`config.mk`:
```
export PLATFORM = sky130hd
export DESIGN_NAME = feq_query_rom
export DESIGN_NICKNAME = d
export VERILOG_FILES = /design/src/feq_pkg.sv /design/src/feq_query_rom.sv
export SDC_FILE = /design/constraint.sdc
export NUM_CORES = 1
export LEC_CHECK = 0
export ABC_AREA = 1
export BUFFER_PORTS_ARGS = -buffer_cell sky130_fd_sc_hd__buf_2
export CAP_MARGIN = 0
export CORE_UTILIZATION = 25
export CTS_BUF_LIST = sky130_fd_sc_hd__clkbuf_16
export CTS_CLUSTER_SIZE = 8
export DETAILED_ROUTE_END_ITERATION = 16
export PLACE_DENSITY = 0.57
export SYNTH_ARGS = -nofsm -noshare
export SYNTH_HDL_FRONTEND = slang
export SYNTH_SLANG_ARGS = --single-unit
```
`constraint.sdc`:
```
create_clock -name CLK_IN -period 1.5 [get_ports CLK_IN]
set_input_delay 0.3 -clock CLK_IN [delete_from_list [all_inputs] [get_ports CLK_IN]]
set_output_delay 0.3 -clock CLK_IN [all_outputs]
set_load 0.05 [all_outputs]
```
`src/feq_pkg.sv`:
```
// constants and types for the flash extended query read-only table
package feq_pkg;

  // query addresses of the extended table
  localparam logic [8:0] EXT_BASE        = 9'h10a;
  localparam logic [8:0] MAJOR_ADDR      = 9'h10d;
  localparam logic [8:0] MINOR_ADDR      = 9'h10e;
  localparam logic [8:0] FEAT_ADDR       = 9'h10f;
  localparam logic [8:0] SUSP_ADDR       = 9'h113;
  localparam logic [8:0] BSTAT_ADDR      = 9'h114;
  localparam logic [8:0] VCC_OPT_ADDR    = 9'h116;
  localparam logic [8:0] VPP_OPT_ADDR    = 9'h117;

  // geometry and erase-region map addresses
  localparam logic [8:0] SIZE_ADDR       = 9'h027;
  localparam logic [8:0] IFACE_ADDR      = 9'h028;
  localparam logic [8:0] WBUF_ADDR       = 9'h02a;
  localparam logic [8:0] NREG_ADDR       = 9'h02c;
  localparam logic [8:0] REG1_ADDR       = 9'h02d;
  localparam logic [8:0] REG2_ADDR       = 9'h031;
  localparam logic [8:0] REG3_ADDR       = 9'h035;
  localparam logic [8:0] REG_END_ADDR    = 9'h038;

  // local control and status registers
  localparam logic [8:0] CFG_ADDR        = 9'h180;
  localparam logic [8:0] STAT_ADDR       = 9'h181;

  // signature and version characters
  localparam logic [7:0] SIG_CHAR0       = 8'h50;
  localparam logic [7:0] SIG_CHAR1       = 8'h52;
  localparam logic [7:0] SIG_CHAR2       = 8'h49;
  localparam logic [7:0] MAJOR_CHAR      = 8'h31;
  localparam logic [7:0] MINOR_CHAR      = 8'h34;

  // optional feature bytes
  localparam logic [7:0] FEAT_BYTE0      = 8'he6;
  localparam logic [7:0] FEAT_BYTE1      = 8'h01;
  localparam logic [7:0] FEAT_BYTE2      = 8'h00;
  localparam logic [7:0] FEAT_BYTE3_ONE  = 8'h00;
  localparam logic [7:0] FEAT_BYTE3_LINK = 8'h40;

  // suspend, block status mask, supply codes
  localparam logic [7:0] SUSP_FUNCS      = 8'h01;
  localparam logic [7:0] BSTAT_LO        = 8'h03;
  localparam logic [7:0] BSTAT_HI        = 8'h00;
  localparam logic [7:0] VCC_OPT_CODE    = 8'h18;
  localparam logic [7:0] VPP_OPT_CODE    = 8'h90;

  // geometry values
  localparam logic [7:0]  DEV_SIZE_LOG2  = 8'h19;
  localparam logic [15:0] IFACE_CODE     = 16'h0001;
  localparam logic [15:0] WBUF_LOG2      = 16'h000a;
  localparam logic [7:0]  NUM_REGIONS    = 8'h02;

  // erase regions: blocks and size in 256-byte units
  localparam logic [15:0] PARAM_BLKS     = 16'd4;
  localparam logic [15:0] PARAM_UNITS    = 16'h0080;
  localparam logic [15:0] MAIN_BLKS      = 16'd255;
  localparam logic [15:0] MAIN_UNITS     = 16'h0200;

  // field positions of the configuration and status registers
  localparam int CFG_STACKED_BIT  = 0;
  localparam int CFG_SECOND_BIT   = 1;
  localparam int CFG_TOP_BIT      = 2;
  localparam int STAT_UNMAP_BIT   = 0;

  typedef struct packed {
    logic top_param;
    logic second_die;
    logic stacked;
  } feq_cfg_t;

endpackage

```
`src/feq_query_rom.sv`:
```
// read-only extended query table with erase-region map behind a plain register port
//
// Our own choice: strobed register access.
`timescale 1ns/10ps

// Functional notes
// - signature bytes 50h 52h 49h from 10Ah
// - major version character 31h at 10Dh
// - minor version character 34h at 10Eh
// - four feature bytes, reserved bits zero
// - lowest feature byte reads E6h
// - second feature byte reads 01h
// - third byte 00h, bit 31 clear
// - top byte 00h single, 40h/00h stacked
// - post-suspend byte reads 01h
// - block status mask reads 03h, 00h
// - core supply optimum code 18h
// - programming supply optimum code 90h
// - region: count minus one, 256-byte units
module feq_query_rom #(
  parameter int         ADDR_W      = 9,
  parameter logic       STACKED_DEF = 1'b0,
  parameter logic       SECOND_DEF  = 1'b0,
  parameter logic       TOP_DEF     = 1'b0
) (
  input  wire logic              CLK_IN,
  input  wire logic              RST_IN,
  input  wire logic [ADDR_W-1:0] ADDR_IN,
  input  wire logic [15:0]       WDATA_IN,
  input  wire logic              WR_IN,
  input  wire logic              RD_IN,
  output logic      [15:0]       RDATA_OUT,
  output logic                   RVALID_OUT
);

  generate
    if (ADDR_W != 9) begin : g_bad_addr_w
      $error("feq_query_rom: ADDR_W must be 9");
    end
  endgenerate

  feq_pkg::feq_cfg_t cfg_ff;
  logic              unmap_ff;
  logic [15:0]       rdata_ff;
  logic              rvalid_ff;

  logic [7:0]        rom_byte;
  logic              rom_hit;
  logic [31:0]       region1;
  logic [31:0]       region2;
  logic [31:0]       param_desc;
  logic [31:0]       main_desc;
  logic [31:0]       feat_word;
  logic [7:0]        feat_top;
  logic [8:0]        a;
  logic              unmap_evt;
  logic [15:0]       nxt_rdata;

  assign a = ADDR_IN;

  // region descriptors
  assign param_desc = {feq_pkg::PARAM_UNITS, feq_pkg::PARAM_BLKS - 16'd1};
  assign main_desc  = {feq_pkg::MAIN_UNITS, feq_pkg::MAIN_BLKS - 16'd1};
  assign region1    = cfg_ff.top_param ? main_desc : param_desc;
  assign region2    = cfg_ff.top_param ? param_desc : main_desc;

  // top feature byte depends on die position in a stacked pair
  always_comb begin
    if (cfg_ff.stacked && !cfg_ff.second_die) begin
      feat_top = feq_pkg::FEAT_BYTE3_LINK;
    end else begin
      feat_top = feq_pkg::FEAT_BYTE3_ONE;
    end
  end

  assign feat_word = {feat_top, feq_pkg::FEAT_BYTE2, feq_pkg::FEAT_BYTE1,
                      feq_pkg::FEAT_BYTE0};

  // query byte lookup
  always_comb begin
    rom_byte = 8'h00;
    rom_hit  = 1'b1;
    case (a)
      feq_pkg::EXT_BASE:              rom_byte = feq_pkg::SIG_CHAR0;
      feq_pkg::EXT_BASE + 9'h001:     rom_byte = feq_pkg::SIG_CHAR1;
      feq_pkg::EXT_BASE + 9'h002:     rom_byte = feq_pkg::SIG_CHAR2;
      feq_pkg::MAJOR_ADDR:            rom_byte = feq_pkg::MAJOR_CHAR;
      feq_pkg::MINOR_ADDR:            rom_byte = feq_pkg::MINOR_CHAR;
      feq_pkg::FEAT_ADDR:             rom_byte = feat_word[7:0];
      feq_pkg::FEAT_ADDR + 9'h001:    rom_byte = feat_word[15:8];
      feq_pkg::FEAT_ADDR + 9'h002:    rom_byte = feat_word[23:16];
      feq_pkg::FEAT_ADDR + 9'h003:    rom_byte = feat_word[31:24];
      feq_pkg::SUSP_ADDR:             rom_byte = feq_pkg::SUSP_FUNCS;
      feq_pkg::BSTAT_ADDR:            rom_byte = feq_pkg::BSTAT_LO;
      feq_pkg::BSTAT_ADDR + 9'h001:   rom_byte = feq_pkg::BSTAT_HI;
      feq_pkg::VCC_OPT_ADDR:          rom_byte = feq_pkg::VCC_OPT_CODE;
      feq_pkg::VPP_OPT_ADDR:          rom_byte = feq_pkg::VPP_OPT_CODE;
      feq_pkg::SIZE_ADDR:             rom_byte = feq_pkg::DEV_SIZE_LOG2;
      feq_pkg::IFACE_ADDR:            rom_byte = feq_pkg::IFACE_CODE[7:0];
      feq_pkg::IFACE_ADDR + 9'h001:   rom_byte = feq_pkg::IFACE_CODE[15:8];
      feq_pkg::WBUF_ADDR:             rom_byte = feq_pkg::WBUF_LOG2[7:0];
      feq_pkg::WBUF_ADDR + 9'h001:    rom_byte = feq_pkg::WBUF_LOG2[15:8];
      feq_pkg::NREG_ADDR:             rom_byte = feq_pkg::NUM_REGIONS;
      feq_pkg::REG1_ADDR:             rom_byte = region1[7:0];
      feq_pkg::REG1_ADDR + 9'h001:    rom_byte = region1[15:8];
      feq_pkg::REG1_ADDR + 9'h002:    rom_byte = region1[23:16];
      feq_pkg::REG1_ADDR + 9'h003:    rom_byte = region1[31:24];
      feq_pkg::REG2_ADDR:             rom_byte = region2[7:0];
      feq_pkg::REG2_ADDR + 9'h001:    rom_byte = region2[15:8];
      feq_pkg::REG2_ADDR + 9'h002:    rom_byte = region2[23:16];
      feq_pkg::REG2_ADDR + 9'h003:    rom_byte = region2[31:24];
      feq_pkg::REG3_ADDR,
      feq_pkg::REG3_ADDR + 9'h001,
      feq_pkg::REG3_ADDR + 9'h002,
      feq_pkg::REG_END_ADDR:          rom_byte = 8'h00;
      default:                        rom_hit  = 1'b0;
    endcase
  end

  // read mux: query codes on the low byte only
  always_comb begin
    nxt_rdata = 16'h0000;
    unmap_evt = 1'b0;
    if (RD_IN) begin
      if (rom_hit) begin
        nxt_rdata = {8'h00, rom_byte};
      end else if (a == feq_pkg::CFG_ADDR) begin
        nxt_rdata = {13'h0000, cfg_ff};
      end else if (a == feq_pkg::STAT_ADDR) begin
        nxt_rdata = {15'h0000, unmap_ff};
      end else begin
        unmap_evt = 1'b1;
      end
    end else if (WR_IN && (a != feq_pkg::CFG_ADDR) && (a != feq_pkg::STAT_ADDR)) begin
      unmap_evt = 1'b1;
    end
  end

  // read data stands for the one cycle after the strobe
  always_ff @(posedge CLK_IN) begin
    if (RST_IN) begin
      rdata_ff  <= 16'h0000;
      rvalid_ff <= 1'b0;
    end else begin
      rdata_ff  <= nxt_rdata;
      rvalid_ff <= RD_IN;
    end
  end

  // die configuration register
  always_ff @(posedge CLK_IN) begin
    if (RST_IN) begin
      cfg_ff.stacked    <= STACKED_DEF;
      cfg_ff.second_die <= SECOND_DEF;
      cfg_ff.top_param  <= TOP_DEF;
    end else if (WR_IN && (a == feq_pkg::CFG_ADDR)) begin
      cfg_ff.stacked    <= WDATA_IN[feq_pkg::CFG_STACKED_BIT];
      cfg_ff.second_die <= WDATA_IN[feq_pkg::CFG_SECOND_BIT];
      cfg_ff.top_param  <= WDATA_IN[feq_pkg::CFG_TOP_BIT];
    end
  end

  // sticky unmapped-access flag, write one to clear, set wins
  always_ff @(posedge CLK_IN) begin
    if (RST_IN) begin
      unmap_ff <= 1'b0;
    end else if (unmap_evt) begin
      unmap_ff <= 1'b1;
    end else if (WR_IN && (a == feq_pkg::STAT_ADDR) && WDATA_IN[feq_pkg::STAT_UNMAP_BIT]) begin
      unmap_ff <= 1'b0;
    end
  end

  assign RDATA_OUT  = rdata_ff;
  assign RVALID_OUT = rvalid_ff;

endmodule // feq_query_rom

```
# ---- Word level (Yosys, flattened, before mapping)
# Cells that the tools add are included.
dict set report totals {
  rom_bits 0
  latch_bits 0
  mem_bits_rw 0
  mem_count 0
  reg_bits 21
  out_inout_bits 17
  input_bits 29
  elab_cells 71
}
dict set report op_classes {
  n_bitwise 1
  mux 15
  eq_ne 36
  reduce_logical 12
  n_lt_le_gt_ge 0
  shift 0
  n_div 0
  mul 0
  add_sub_neg 0
}
# operator n
set ops {}
lappend ops {{$pmux W8 S22} 1}
lappend ops {{$eq A9 B6 Y1 const B} 18}
lappend ops {{$eq A9 B9 Y1 const B} 16}
lappend ops {{$mux W26} 2}
lappend ops {{$reduce_or A32 Y1} 1}
lappend ops {{$ne A9 B9 Y1 const B} 2}
lappend ops {{$mux W1} 9}
lappend ops {{$mux W8} 1}
lappend ops {{$mux W7} 1}
lappend ops {{$logic_and A1 B1 Y1} 6}
lappend ops {{$reduce_or A4 Y1} 1}
lappend ops {{$mux W3} 1}
lappend ops {{$reduce_or A3 Y1} 1}
lappend ops {{$reduce_bool A2 Y1} 1}
lappend ops {{$reduce_or A2 Y1} 1}
lappend ops {{$logic_not A1 Y1} 1}
lappend ops {{$not A1 Y1} 1}

# ---- Logic depth before layout (Yosys ltp)
# Gate-level depths: netlist (run 1).
dict set report logic_depth {
  depth_word 6
  depth_mapped 12
  ltp_nobuf 11
}

# ---- Worst setup path before layout (run 1)
# No wires, ideal clock.
dict set report synth_path {
  path_type {input -> register}
  start {input port ADDR_IN[1]}
  end {register rdata_ff[6] (netlist: RDATA_OUT[6])}
  setup_time_ps 121
  required_ps 1379
  path_buffers 1
  setup_slack_ps 230
  cell_stages 11
  arrival_ps 1149
  cell_sequence {buf_6 > nand2_2 > inv_2 > nand2_1 > nand2_1 > nand2_1 > nand3_2 > nor2_1 > nand4_1 > nand2_2 > nor2_1}
}
dict set report synth_between {
  elab_chain_cells 4
  elab_cells_between_ends 37
  cone_classes {32 x eq/ne; 3 x mux; 2 x reduce/logical}
}
# element line_no
set synth_lines {}
lappend synth_lines {{from (decl)} feq_query_rom.sv:28} ;# input wire logic [ADDR_W-1:0] ADDR_IN,
lappend synth_lines {{$eq A9 B6 Y1 or $eq A9 B9 Y1 (tied branches)} feq_query_rom.sv:83} ;# case (a)
lappend synth_lines {{$reduce_or A3 Y1 (no source line) or $reduce_or A32 Y1 (tied branches)} n/a}
lappend synth_lines {{$pmux W8 S22 or $mux W1 (tied branches)} feq_query_rom.sv:83}
lappend synth_lines {{$mux W8 *} feq_query_rom.sv:125} ;# if (rom_hit) begin
lappend synth_lines {{to (signal assigned)} feq_query_rom.sv:145} ;# rdata_ff <= nxt_rdata;
lappend synth_lines {{to (decl)} feq_query_rom.sv:44} ;# logic [15:0] rdata_ff;
# Mark *: on every way between the ends. The rest lies on a longest branch, timed or not.
# A chain may end at the register's enable or synchronous reset.

# ---- Worst setup path in the final report (run 1)
dict set report layout_path {
  start {input port ADDR_IN[7]}
  end {register rdata_ff[1] (netlist: RDATA_OUT[1])}
}
# Same word-level chain as after synthesis.

==> impl_metrics.tcl, run 1 <==
set metrics [dict create \
    cts_hold_buf 0 \
    use_met2_pct 20.74 \
    min_from "RST_IN" \
    htreeDepth 1 \
    status "complete, but fails checks" \
    synth-simple-area-share_pct 53.49 \
    grtUsageMet3_pct 2.954 \
    drc_errors 1 \
    slew_violations 0 \
    netlist_area_um2 1200 \
    synth_fa_ha_area_share_pct 0 \
    portBuffers 24 \
    gp_congestion 0.8437 \
    core-area_um2 4474 \
    final_hold_viol_count 0 \
    vias 1277 \
    path_cells "buf_2 > nor2_4 > nand3_2 > nor2_4 > nand2_2 > o21ai_0 > nor3_1 > o21ai_1 > nand2_1 > inv_1" \
    syn_inst 191 \
    setup_viol 0 \
    powerDensity_nw_per_um2 674.2 \
    maxCapViolCount 0 \
    seq_area_frac_synth_pct 21.69 \
    path_class "in -> reg" \
    insertion_delay_ns 0.24 \
    arrival_ns 1.51 \
    avgSynthCellArea_um2 6.282 \
    grt_overflow 0 \
    holdWs_ns 0.2817 \
    crit_path_start "ADDR_IN[7]" \
    met1_usage_pct 16.55 \
    areaGrowthSynthToFinish_pct 28.26 \
    tritoncts "done" \
    initial_utilization_pct 26.82 \
    post-route-min-period_ns 1.328 \
    synth_top_family_by_area "simple AND/OR/NAND/NOR gates" \
    rsz0062_at_grt "false" \
    cts_buffer_depth 2 \
    critPathMaxFanout 6 \
    avgRoutedWirePerCell_um 10.29 \
    tns_ns 0 \
    worst_r2r_startpoint "cfg_ff[2]$_SDFFE_PP0P_" \
    power_w 0.001038 \
    layout-drive-gt1-share_pct 33.91 \
    postCtsSetupBuffers 0 \
    synthDominantCellAreaShare_pct 21.69 \
    ioPinCount 46 \
    die_w_um 71.28 \
    synth_xor_area_share_pct 0 \
    crit_top_cell "nor2_4" \
    fmax_ghz 0.7527 \
    reg2regPathDepth 5 \
    period_share_pct 88.57 \
    ir_drop_v 0.0003580 \
    yosysTopAreaCell "dfxtp_1" \
    drt_iter0_drc 44 \
    grt_pass1_wl_um 5030 \
    fin_area_um2 1539 \
    cts_resized 0 \
    cp.required_ns 1.68 \
    fp.dieH_um 71.28 \
    antenna_found_initial 0 \
    muxShareOfSynthArea_pct 0 \
    finClkSkew_ns 0.0008181 \
    post-route-util_pct 34.40 \
    violations "DRC" \
    grt_pass1_vias 1174 \
    ys_types 28 \
    crit_path_end_kind "flip-flop" \
    synth-main-ff-cell "dfxtp_1" \
    nets 263 \
    max_stage_delay_ns 0.22 \
    numCtsBuffers 3 \
    hp-class "in -> reg" \
    dpl-instance-area_um2 1460 \
    p_leak_nw 0.7674 \
    via_per_inst 4.481 \
    ys_warn_count 0 \
    min_path_cells 2 \
    ys_ff_latch 13 \
    rows 24 \
    startpoint_type "input pin" \
    clk_pin_slew_worst_paths_ns 0.04 \
    critical_path.slowest_cell "nand3_2" \
    grt_start_max_net_pins 11 \
    synth_compound_area_share_pct 11.68 \
    yosys-top-cells-area "dfxtp_1, nand2_1, nor2_1, nor2_4, inv_1" \
    synth-edff-count 0 \
    firstDrtPassIters 10 \
    clk_root_buffer_cell "clkbuf_16" \
    globalRoute.busiestLayer "met2" \
    grt.total_usage_pct 12.44 \
    clock_sinks 13 \
    dieArea_um2 5081 \
    routed_wl_um 2933 \
    dp_hpwl_um 2527 \
    async_reset_ff_share_pct 0 \
    postRouteAntennaNets 0 \
    diodes 0 \
]
[registers in the layout, indices dropped and copies added, names as in the netlist]
signal and flops:
RDATA_OUT 8, cfg_ff 3, unmap_ff 1, RVALID_OUT 1
[report_power, final]
part | internal (W) | total (W) | leakage [nW] | switching [W]
combinational | 0.0000596 | 0.000208 | 0.620 | 0.000148
clock | 0.000350 | 0.000477 | 0.0423 | 0.000128
sequential | 0.000351 | 0.000352 | 0.105 | 0.00000135
total | 0.000760 | 0.00104 | 0.767 | 0.000277
[cell usage after synthesis (2+ instances only)]
library cell  number
o21ai_2            3
nand4_1            4
a211oi_1           3
buf_4              8
nor2_1            39
nor2_4             6
o31ai_1            2
nand3_2            3
nand2_2           10
inv_2              5
inv_1             17
nor4_1             2
a21oi_1            2
o2111ai_1          2
dfxtp_1           13
nand2_1           42
o21ai_1            2
nor2_2             3
nand3_1           10
a21oi_2            2
nor3_1             6
[kinds of logic (layout without fill, tap and decap cells)]
logic type      count (synthesis)  after routing
flops                          13             13
compound gates                 18             18
buf+inv                        31             66
other cells                     1              8
simple gates                  128            128
[layout make-up]
type	instances	area (um2)
inverters	22	82.58
fillers	492	2935
clock buffers	3	75.07
repair buffers	40	240.2
well taps	52	65.06
clock inverters	1	3.754
multi-input cells	154	812.0
flip-flops and latches	13	260.3
[cell usage in the layout, fill, tap and decap left out, drive strengths merged]
cell / n
conb: 8
a211oi: 3
nand2: 53
nand4: 4
clkbuf: 3
buf: 40
nor3: 7
dfxtp: 13
a21oi: 5
nor4: 2
o21ai: 6
o2111ai: 2
inv: 23
o31ai: 2
nor2: 49
nand3: 13
[per-stage QoR]
step / std cells / setup WS [ns]
after floorplan: 198 / 0.2299
after global placement: 281 / -0.04099
after global routing: 285 / 0.01115
after CTS: 285 / 0.1835
final: 285 / 0.1715
after detailed placement: 281 / -0.04899
[metal layers]
layer,part of all wire [%],routed length [um]
met1,50,1463
met2,46,1349
met3,3.6,106
met4,0.48,14
met5,0,0
[worst paths after layout]
check | slack (ns) | endpoint
worst max-delay path | 0.17 | RDATA_OUT[1]$_SDFF_PP0_
worst min-delay path | 0.28 | unmap_ff$_SDFFE_PP0P_
worst min register to register | 0.47 | unmap_ff$_SDFFE_PP0P_
worst max register to register | 0.30 | RDATA_OUT[2]$_SDFF_PP0_
[critical path: cells and delay by family]
kind                   cells  cell delay [ns]
buffers and inverters      2             0.18
AND/OR/NAND/NOR            6             0.85
AO/OA/AOI/OAI              2             0.18
Note: power is estimated with default switching activity, not from simulation.
==> run 2: changes to the inputs <==
--- a/config.mk
+++ b/config.mk
@@ -13,4 +13,5 @@
 export CTS_CLUSTER_SIZE = 8
 export DETAILED_ROUTE_END_ITERATION = 16
+export GPL_ROUTABILITY_DRIVEN = 0
 export PLACE_DENSITY = 0.57
 export SYNTH_ARGS = -nofsm -noshare
==> constraint.sdc (replaced) <==
create_clock -name CLK_IN -period 1.5 [get_ports CLK_IN]
set_input_delay 0.3 -clock CLK_IN [delete_from_list [all_inputs] [get_ports CLK_IN]]
set_output_delay 0.3 -clock CLK_IN [all_outputs]
set_load 0.1 [all_outputs]
==> run 2 against run 1 <==
Compared with the run above: the flow still finishes with violations (DRC); core utilization is 0.34 points higher; via count is 0.70% higher; count of clock-buffer cells in the layout stayed put; non-clock buffer count is 2 higher; sequential share of layout area is 0.16 points lower; power is 4.9% higher; global-route usage is 0.078 points higher; cell count is 0.70% higher; critical path type unchanged; largest cell class unchanged.
==> impl_metrics.tcl, run 2 (synthesis results as in run 1) <==
set metrics [dict create \
    status "complete, but fails checks" \
    violations "DRC" \
    initial_utilization_pct 26.82 \
    firstDrtPassIters 10 \
    largest_reg_flops 8 \
    vias 1286 \
    setup_viol 0 \
    tritoncts "done" \
    holdWs_ns 0.2844 \
    critPathMaxFanout 6 \
    grt.total_usage_pct 12.52 \
    insertion_delay_ns 0.23 \
    layout_common_cells "nand2_1, nor2_1, buf_2, inv_1, buf_4" \
    post-route-util_pct 34.73 \
    clk_pin_slew_worst_paths_ns 0.04 \
    via_per_inst 4.481 \
    cp.required_ns 1.68 \
    grt_pass1_wl_um 5119 \
    drc_errors 1 \
    rows 24 \
    htreeDepth 1 \
    post-route-min-period_ns 1.363 \
    rsz0062_at_grt "false" \
    crit_path_start "ADDR_IN[7]" \
    pre_cts_ws_ns -0.07513 \
    cp_num_buf_inv 3 \
    min_from "RST_IN" \
    grt_pass1_vias 1147 \
    grt_start_max_net_pins 10 \
    critical_path.slowest_cell "nor2_4" \
    max_stage_delay_ns 0.21 \
    path_cells "buf_2 > nor2_4 > nand3_2 > buf_4 > nor3_1 > nor2_1 > o2111ai_1 > nand2_1 > inv_1" \
    numCtsBuffers 3 \
    finClkSkew_ns 0.002658 \
    period_share_pct 90.89 \
    final_hold_viol_count 0 \
    ioPinCount 46 \
    powerDensity_nw_per_um2 700.2 \
    timing.rr.end "RDATA_OUT[0]$_SDFF_PP0_" \
    maxCapViolCount 0 \
    dpl-instance-area_um2 1475 \
    layout-drive-gt1-share_pct 34.47 \
    slew_violations 0 \
    core-area_um2 4474 \
    routed_wl_um 2971 \
    crit_path_end_kind "flip-flop" \
    arrival_ns 1.55 \
    die_w_um 71.28 \
    areaGrowthSynthToFinish_pct 29.51 \
    cts_hold_buf 0 \
    worst_r2r_startpoint "cfg_ff[2]$_SDFFE_PP0P_" \
    cts_buffer_depth 2 \
    fillers 476 \
    cpLargestDelayFamily "simple AND/OR/NAND/NOR gates" \
    hp-class "in -> reg" \
    ir_drop_v 0.0005021 \
    cts_resized 0 \
    antenna_found_initial 0 \
    fin_area_um2 1554 \
    avgRoutedWirePerCell_um 10.35 \
    dieArea_um2 5081 \
    startpoint_type "input pin" \
    reg2regPathDepth 7 \
    clock_sinks 13 \
    reg2reg_slack_ns 0.26 \
    postRouteAntennaNets 0 \
    fmax_ghz 0.7335 \
    layout_commonest_cell "nand2_1" \
    portBuffers 24 \
    drt_iter0_drc 67 \
    setup_ws_ns 0.1367 \
    postCtsSetupBuffers 0 \
    p_leak_nw 0.7768 \
    diodes 0 \
    holdPathEnd "unmap_ff$_SDFFE_PP0P_" \
    fp.dieH_um 71.28 \
    clk_root_buffer_cell "clkbuf_16" \
    grt_overflow 0 \
    min_path_cells 2 \
    nets 265 \
    dp_hpwl_um 2536 \
    path_class "in -> reg" \
]
run 2: worst max path at each step:
stage / to / slack [ns] / cells past startpoint
6_report: RDATA_OUT[0]$_SDFF_PP0_ / 0.14 / 9
5_1_grt: cfg_ff[1]$_SDFFE_PP0P_ / 0.06 / 6
4_1_cts: RDATA_OUT[0]$_SDFF_PP0_ / 0.16 / 9
3_5_place_dp: RDATA_OUT[0]$_SDFF_PP0_ / -0.08 / 9
3_3_place_gp: RDATA_OUT[0]$_SDFF_PP0_ / -0.07 / 9
2_1_floorplan: RDATA_OUT[6]$_SDFF_PP0_ / 0.23 / 11
run 2: cell type report:
| class | instances | area [um2] | area share, % |
|---|---|---|---|
| flip-flops and latches | 13 | 260.3 | 16.75 |
| inverters | 22 | 82.58 | 5.314 |
| multi-input cells | 154 | 812.0 | 52.25 |
| clock inverters | 1 | 3.754 | 0.2415 |
| well taps | 52 | 65.06 | 4.187 |
| clock buffers | 3 | 75.07 | 4.831 |
| repair buffers | 42 | 255.2 | 16.43 |
run 2: stage by stage:
stage	std cells	power (W)	TNS, ns
finish	287	0.001088	0
global route	287	0.001141	0
CTS	287	0.001098	0
detailed placement	283	0.0006191	-0.3770
global placement	283	0.0006185	-0.2506
floorplan	198	0.0005633	0
run 2: where the power goes:
part	total [W]	switching, W	internal [W]
clock	0.000475	0.000125	0.000349
sequential	0.000352	0.00000154	0.000351
combinational	0.000261	0.000199	0.0000616
total	0.00109	0.000326	0.000762
run 2: worst reg2reg max path, cell delays in order (launching register included):
cell       delay (ns)
dfxtp_1          0.39
inv_1            0.18
nand3_1          0.13
nand4_1          0.09
nor2_1           0.12
o2111ai_1        0.12
nand2_1          0.08
inv_1            0.03
run 2: routing by layer:
metal	global-route usage [%]	share of wire (%)	vias to the layer above
met4	3.333	0.81	0
met2	19.05	45	37
met1	17.29	49	559
met3	3.657	5.2	4
met5	0	0	-
li1	-	-	686
==> run 3: changes to the inputs <==
- CELL_PAD_IN_SITES_DETAIL_PLACEMENT: default -> 0
- CELL_PAD_IN_SITES_GLOBAL_PLACEMENT: default -> 1
- PLACE_DENSITY: 0.57 -> 0.75
==> run 3 against run 2 <==
Compared with the run above: the flow still finishes with violations (DRC); maximum frequency grew 2.0%; critical path depth grew 1; die area is the same; routed wire length grew 2.3%; largest power group unchanged; register-to-register slack is essentially flat; critical path type unchanged; hold slack lost 0.0086 ns; setup slack gained 0.027 ns; clock power grew 3%; power grew 0.58%.
==> impl_metrics.tcl, run 3 (synthesis results as in run 1) <==
set metrics [dict create \
    status "complete, but fails checks" \
    violations "DRC" \
    slew_violations 0 \
    reg2reg_slack_ns 0.27 \
    layout-drive-gt1-share_pct 33.33 \
    insertion_delay_ns 0.24 \
    dieArea_um2 5081 \
    numCtsBuffers 3 \
    htreeDepth 1 \
    rsz0062_at_grt "false" \
    setup_viol 0 \
    tns_ns 0 \
    ioPinCount 46 \
    globalRoute.busiestLayer "met2" \
    path_class "in -> reg" \
    fmax_ghz 0.7485 \
    areaGrowthSynthToFinish_pct 27.01 \
    rows 24 \
    via_per_inst 4.495 \
    cp.required_ns 1.69 \
    finClkSkew_ns 0.001487 \
    period_share_pct 89.06 \
    hp-class "in -> reg" \
    grtUsageMet3_pct 2.672 \
    cts_resized 0 \
    firstDrtPassIters 10 \
    post-route-util_pct 34.06 \
    cp_num_buf_inv 2 \
    routed_wl_um 3038 \
    critical_path.slowest_cell "nand3_2" \
    holdPathEnd "unmap_ff$_SDFFE_PP0P_" \
    grt.total_usage_pct 12.94 \
    postCtsSetupBuffers 0 \
    critPathMaxFanout 6 \
    grt_pass1_wl_um 5181 \
    vias 1272 \
    tritoncts "done" \
    min_path_cells 2 \
    drt_iter0_drc 60 \
    crit_path_end_kind "flip-flop" \
    antenna_found_initial 0 \
    postRouteAntennaNets 0 \
    clock_sinks 13 \
    path_cells "buf_2 > nor2_4 > nand3_2 > nor2_4 > nand2_2 > o21ai_0 > nor3_1 > o21ai_1 > nand2_1 > inv_1" \
    grt_start_max_net_pins 9 \
    portBuffers 24 \
    clk_root_buffer_cell "clkbuf_16" \
    powerDensity_nw_per_um2 718.2 \
    timing.rr.end "RDATA_OUT[0]$_SDFF_PP0_" \
    maxCapViolCount 0 \
    startpoint_type "input pin" \
    grt_pass1_vias 1160 \
    arrival_ns 1.52 \
    cpLargestDelayFamily "simple AND/OR/NAND/NOR gates" \
    nets 261 \
    initial_utilization_pct 26.82 \
    cts_hold_buf 0 \
    crit_top_cell "nor2_4" \
    min_from "RST_IN" \
    avgRoutedWirePerCell_um 10.73 \
    die_w_um 71.28 \
    max_stage_delay_ns 0.22 \
    dp_hpwl_um 2527 \
    layout_common_cells "nand2_1, nor2_1, buf_2, inv_1, buf_4" \
    met1_usage_pct 17.11 \
    core-area_um2 4474 \
    layout_commonest_cell "nand2_1" \
    final_hold_viol_count 0 \
    largest_reg_flops 8 \
    grt_overflow 0 \
    reg2regPathDepth 7 \
    post-route-min-period_ns 1.336 \
    cts_buffer_depth 2 \
    use_met2_pct 20.95 \
    diodes 0 \
    clk_pin_slew_worst_paths_ns 0.04 \
    ir_drop_v 0.0003799 \
    worst_r2r_startpoint "cfg_ff[2]$_SDFFE_PP0P_" \
    p_leak_nw 0.7570 \
    drc_errors 2 \
    fp.dieH_um 71.28 \
]
==> run 3: cell types whose count changed in the layout (fill, tap and decap cells not counted), sizes merged <==
cell	before	now
buf	42	38
==> run 3: worst max path at each step <==
stage / from / endpoint / slack [ns] / cells after the start
CTS: ADDR_IN[7] / RDATA_OUT[1]$_SDFF_PP0_ / 0.19 / 10
global placement: ADDR_IN[7] / RDATA_OUT[1]$_SDFF_PP0_ / -0.04 / 10
detailed placement: ADDR_IN[7] / RDATA_OUT[6]$_SDFF_PP0_ / -0.04 / 8
floorplan: ADDR_IN[1] / RDATA_OUT[6]$_SDFF_PP0_ / 0.23 / 11
global route: ADDR_IN[1] / RDATA_OUT[1]$_SDFF_PP0_ / 0.02 / 10
finish: ADDR_IN[7] / RDATA_OUT[1]$_SDFF_PP0_ / 0.16 / 10
==> run 3: layer usage <==
metal | wire [um] | share of wire, %
met5 | 0 | 0
met4 | 51 | 1.7
met2 | 1362 | 45
met1 | 1460 | 48
met3 | 164 | 5.4
==> run 3: stage by stage <==
stage / instances / total power [W] / hold WS, ns / worst slack, ns / cell area [um2]
after global routing: 283 / 0.001132 / 0.2755 / 0.02069 / 1524
final: 283 / 0.001095 / 0.2758 / 0.1640 / 1524
after floorplan: 198 / 0.0005633 / 0.3624 / 0.2299 / 1226
after CTS: 283 / 0.001101 / 0.2727 / 0.1938 / 1524
after global placement: 279 / 0.0006102 / 0.4646 / -0.03989 / 1445
after detailed placement: 279 / 0.0006104 / 0.4753 / -0.04420 / 1445
==> run 3: final cells by class <==
class / instances / area (um2)
sequential: 13 / 260.3
inverter: 22 / 82.58
multi-input combinational: 154 / 812.0
fill: 505 / 2950
clock inverter: 1 / 3.754
tap: 52 / 65.06
timing repair buffer: 38 / 225.2
clock buffer: 3 / 75.07
==> run 3: power breakdown <==
part / switching [W] / leakage (nW) / internal, W / total [W]
Sequential: 0.00000143 / 0.105 / 0.000351 / 0.000352
Clock: 0.000139 / 0.0423 / 0.000351 / 0.000490
Combinational: 0.000198 / 0.609 / 0.0000545 / 0.000253
Total: 0.000339 / 0.757 / 0.000756 / 0.00109
==> run 3: worst register-to-register path, cell delays in order (launching register included) <==
cell and delay (ns):
dfxtp_1 0.39, inv_1 0.18, nand3_1 0.13, nand4_1 0.08, nor2_1 0.12, o2111ai_1 0.11, nand2_1 0.08, inv_1 0.03
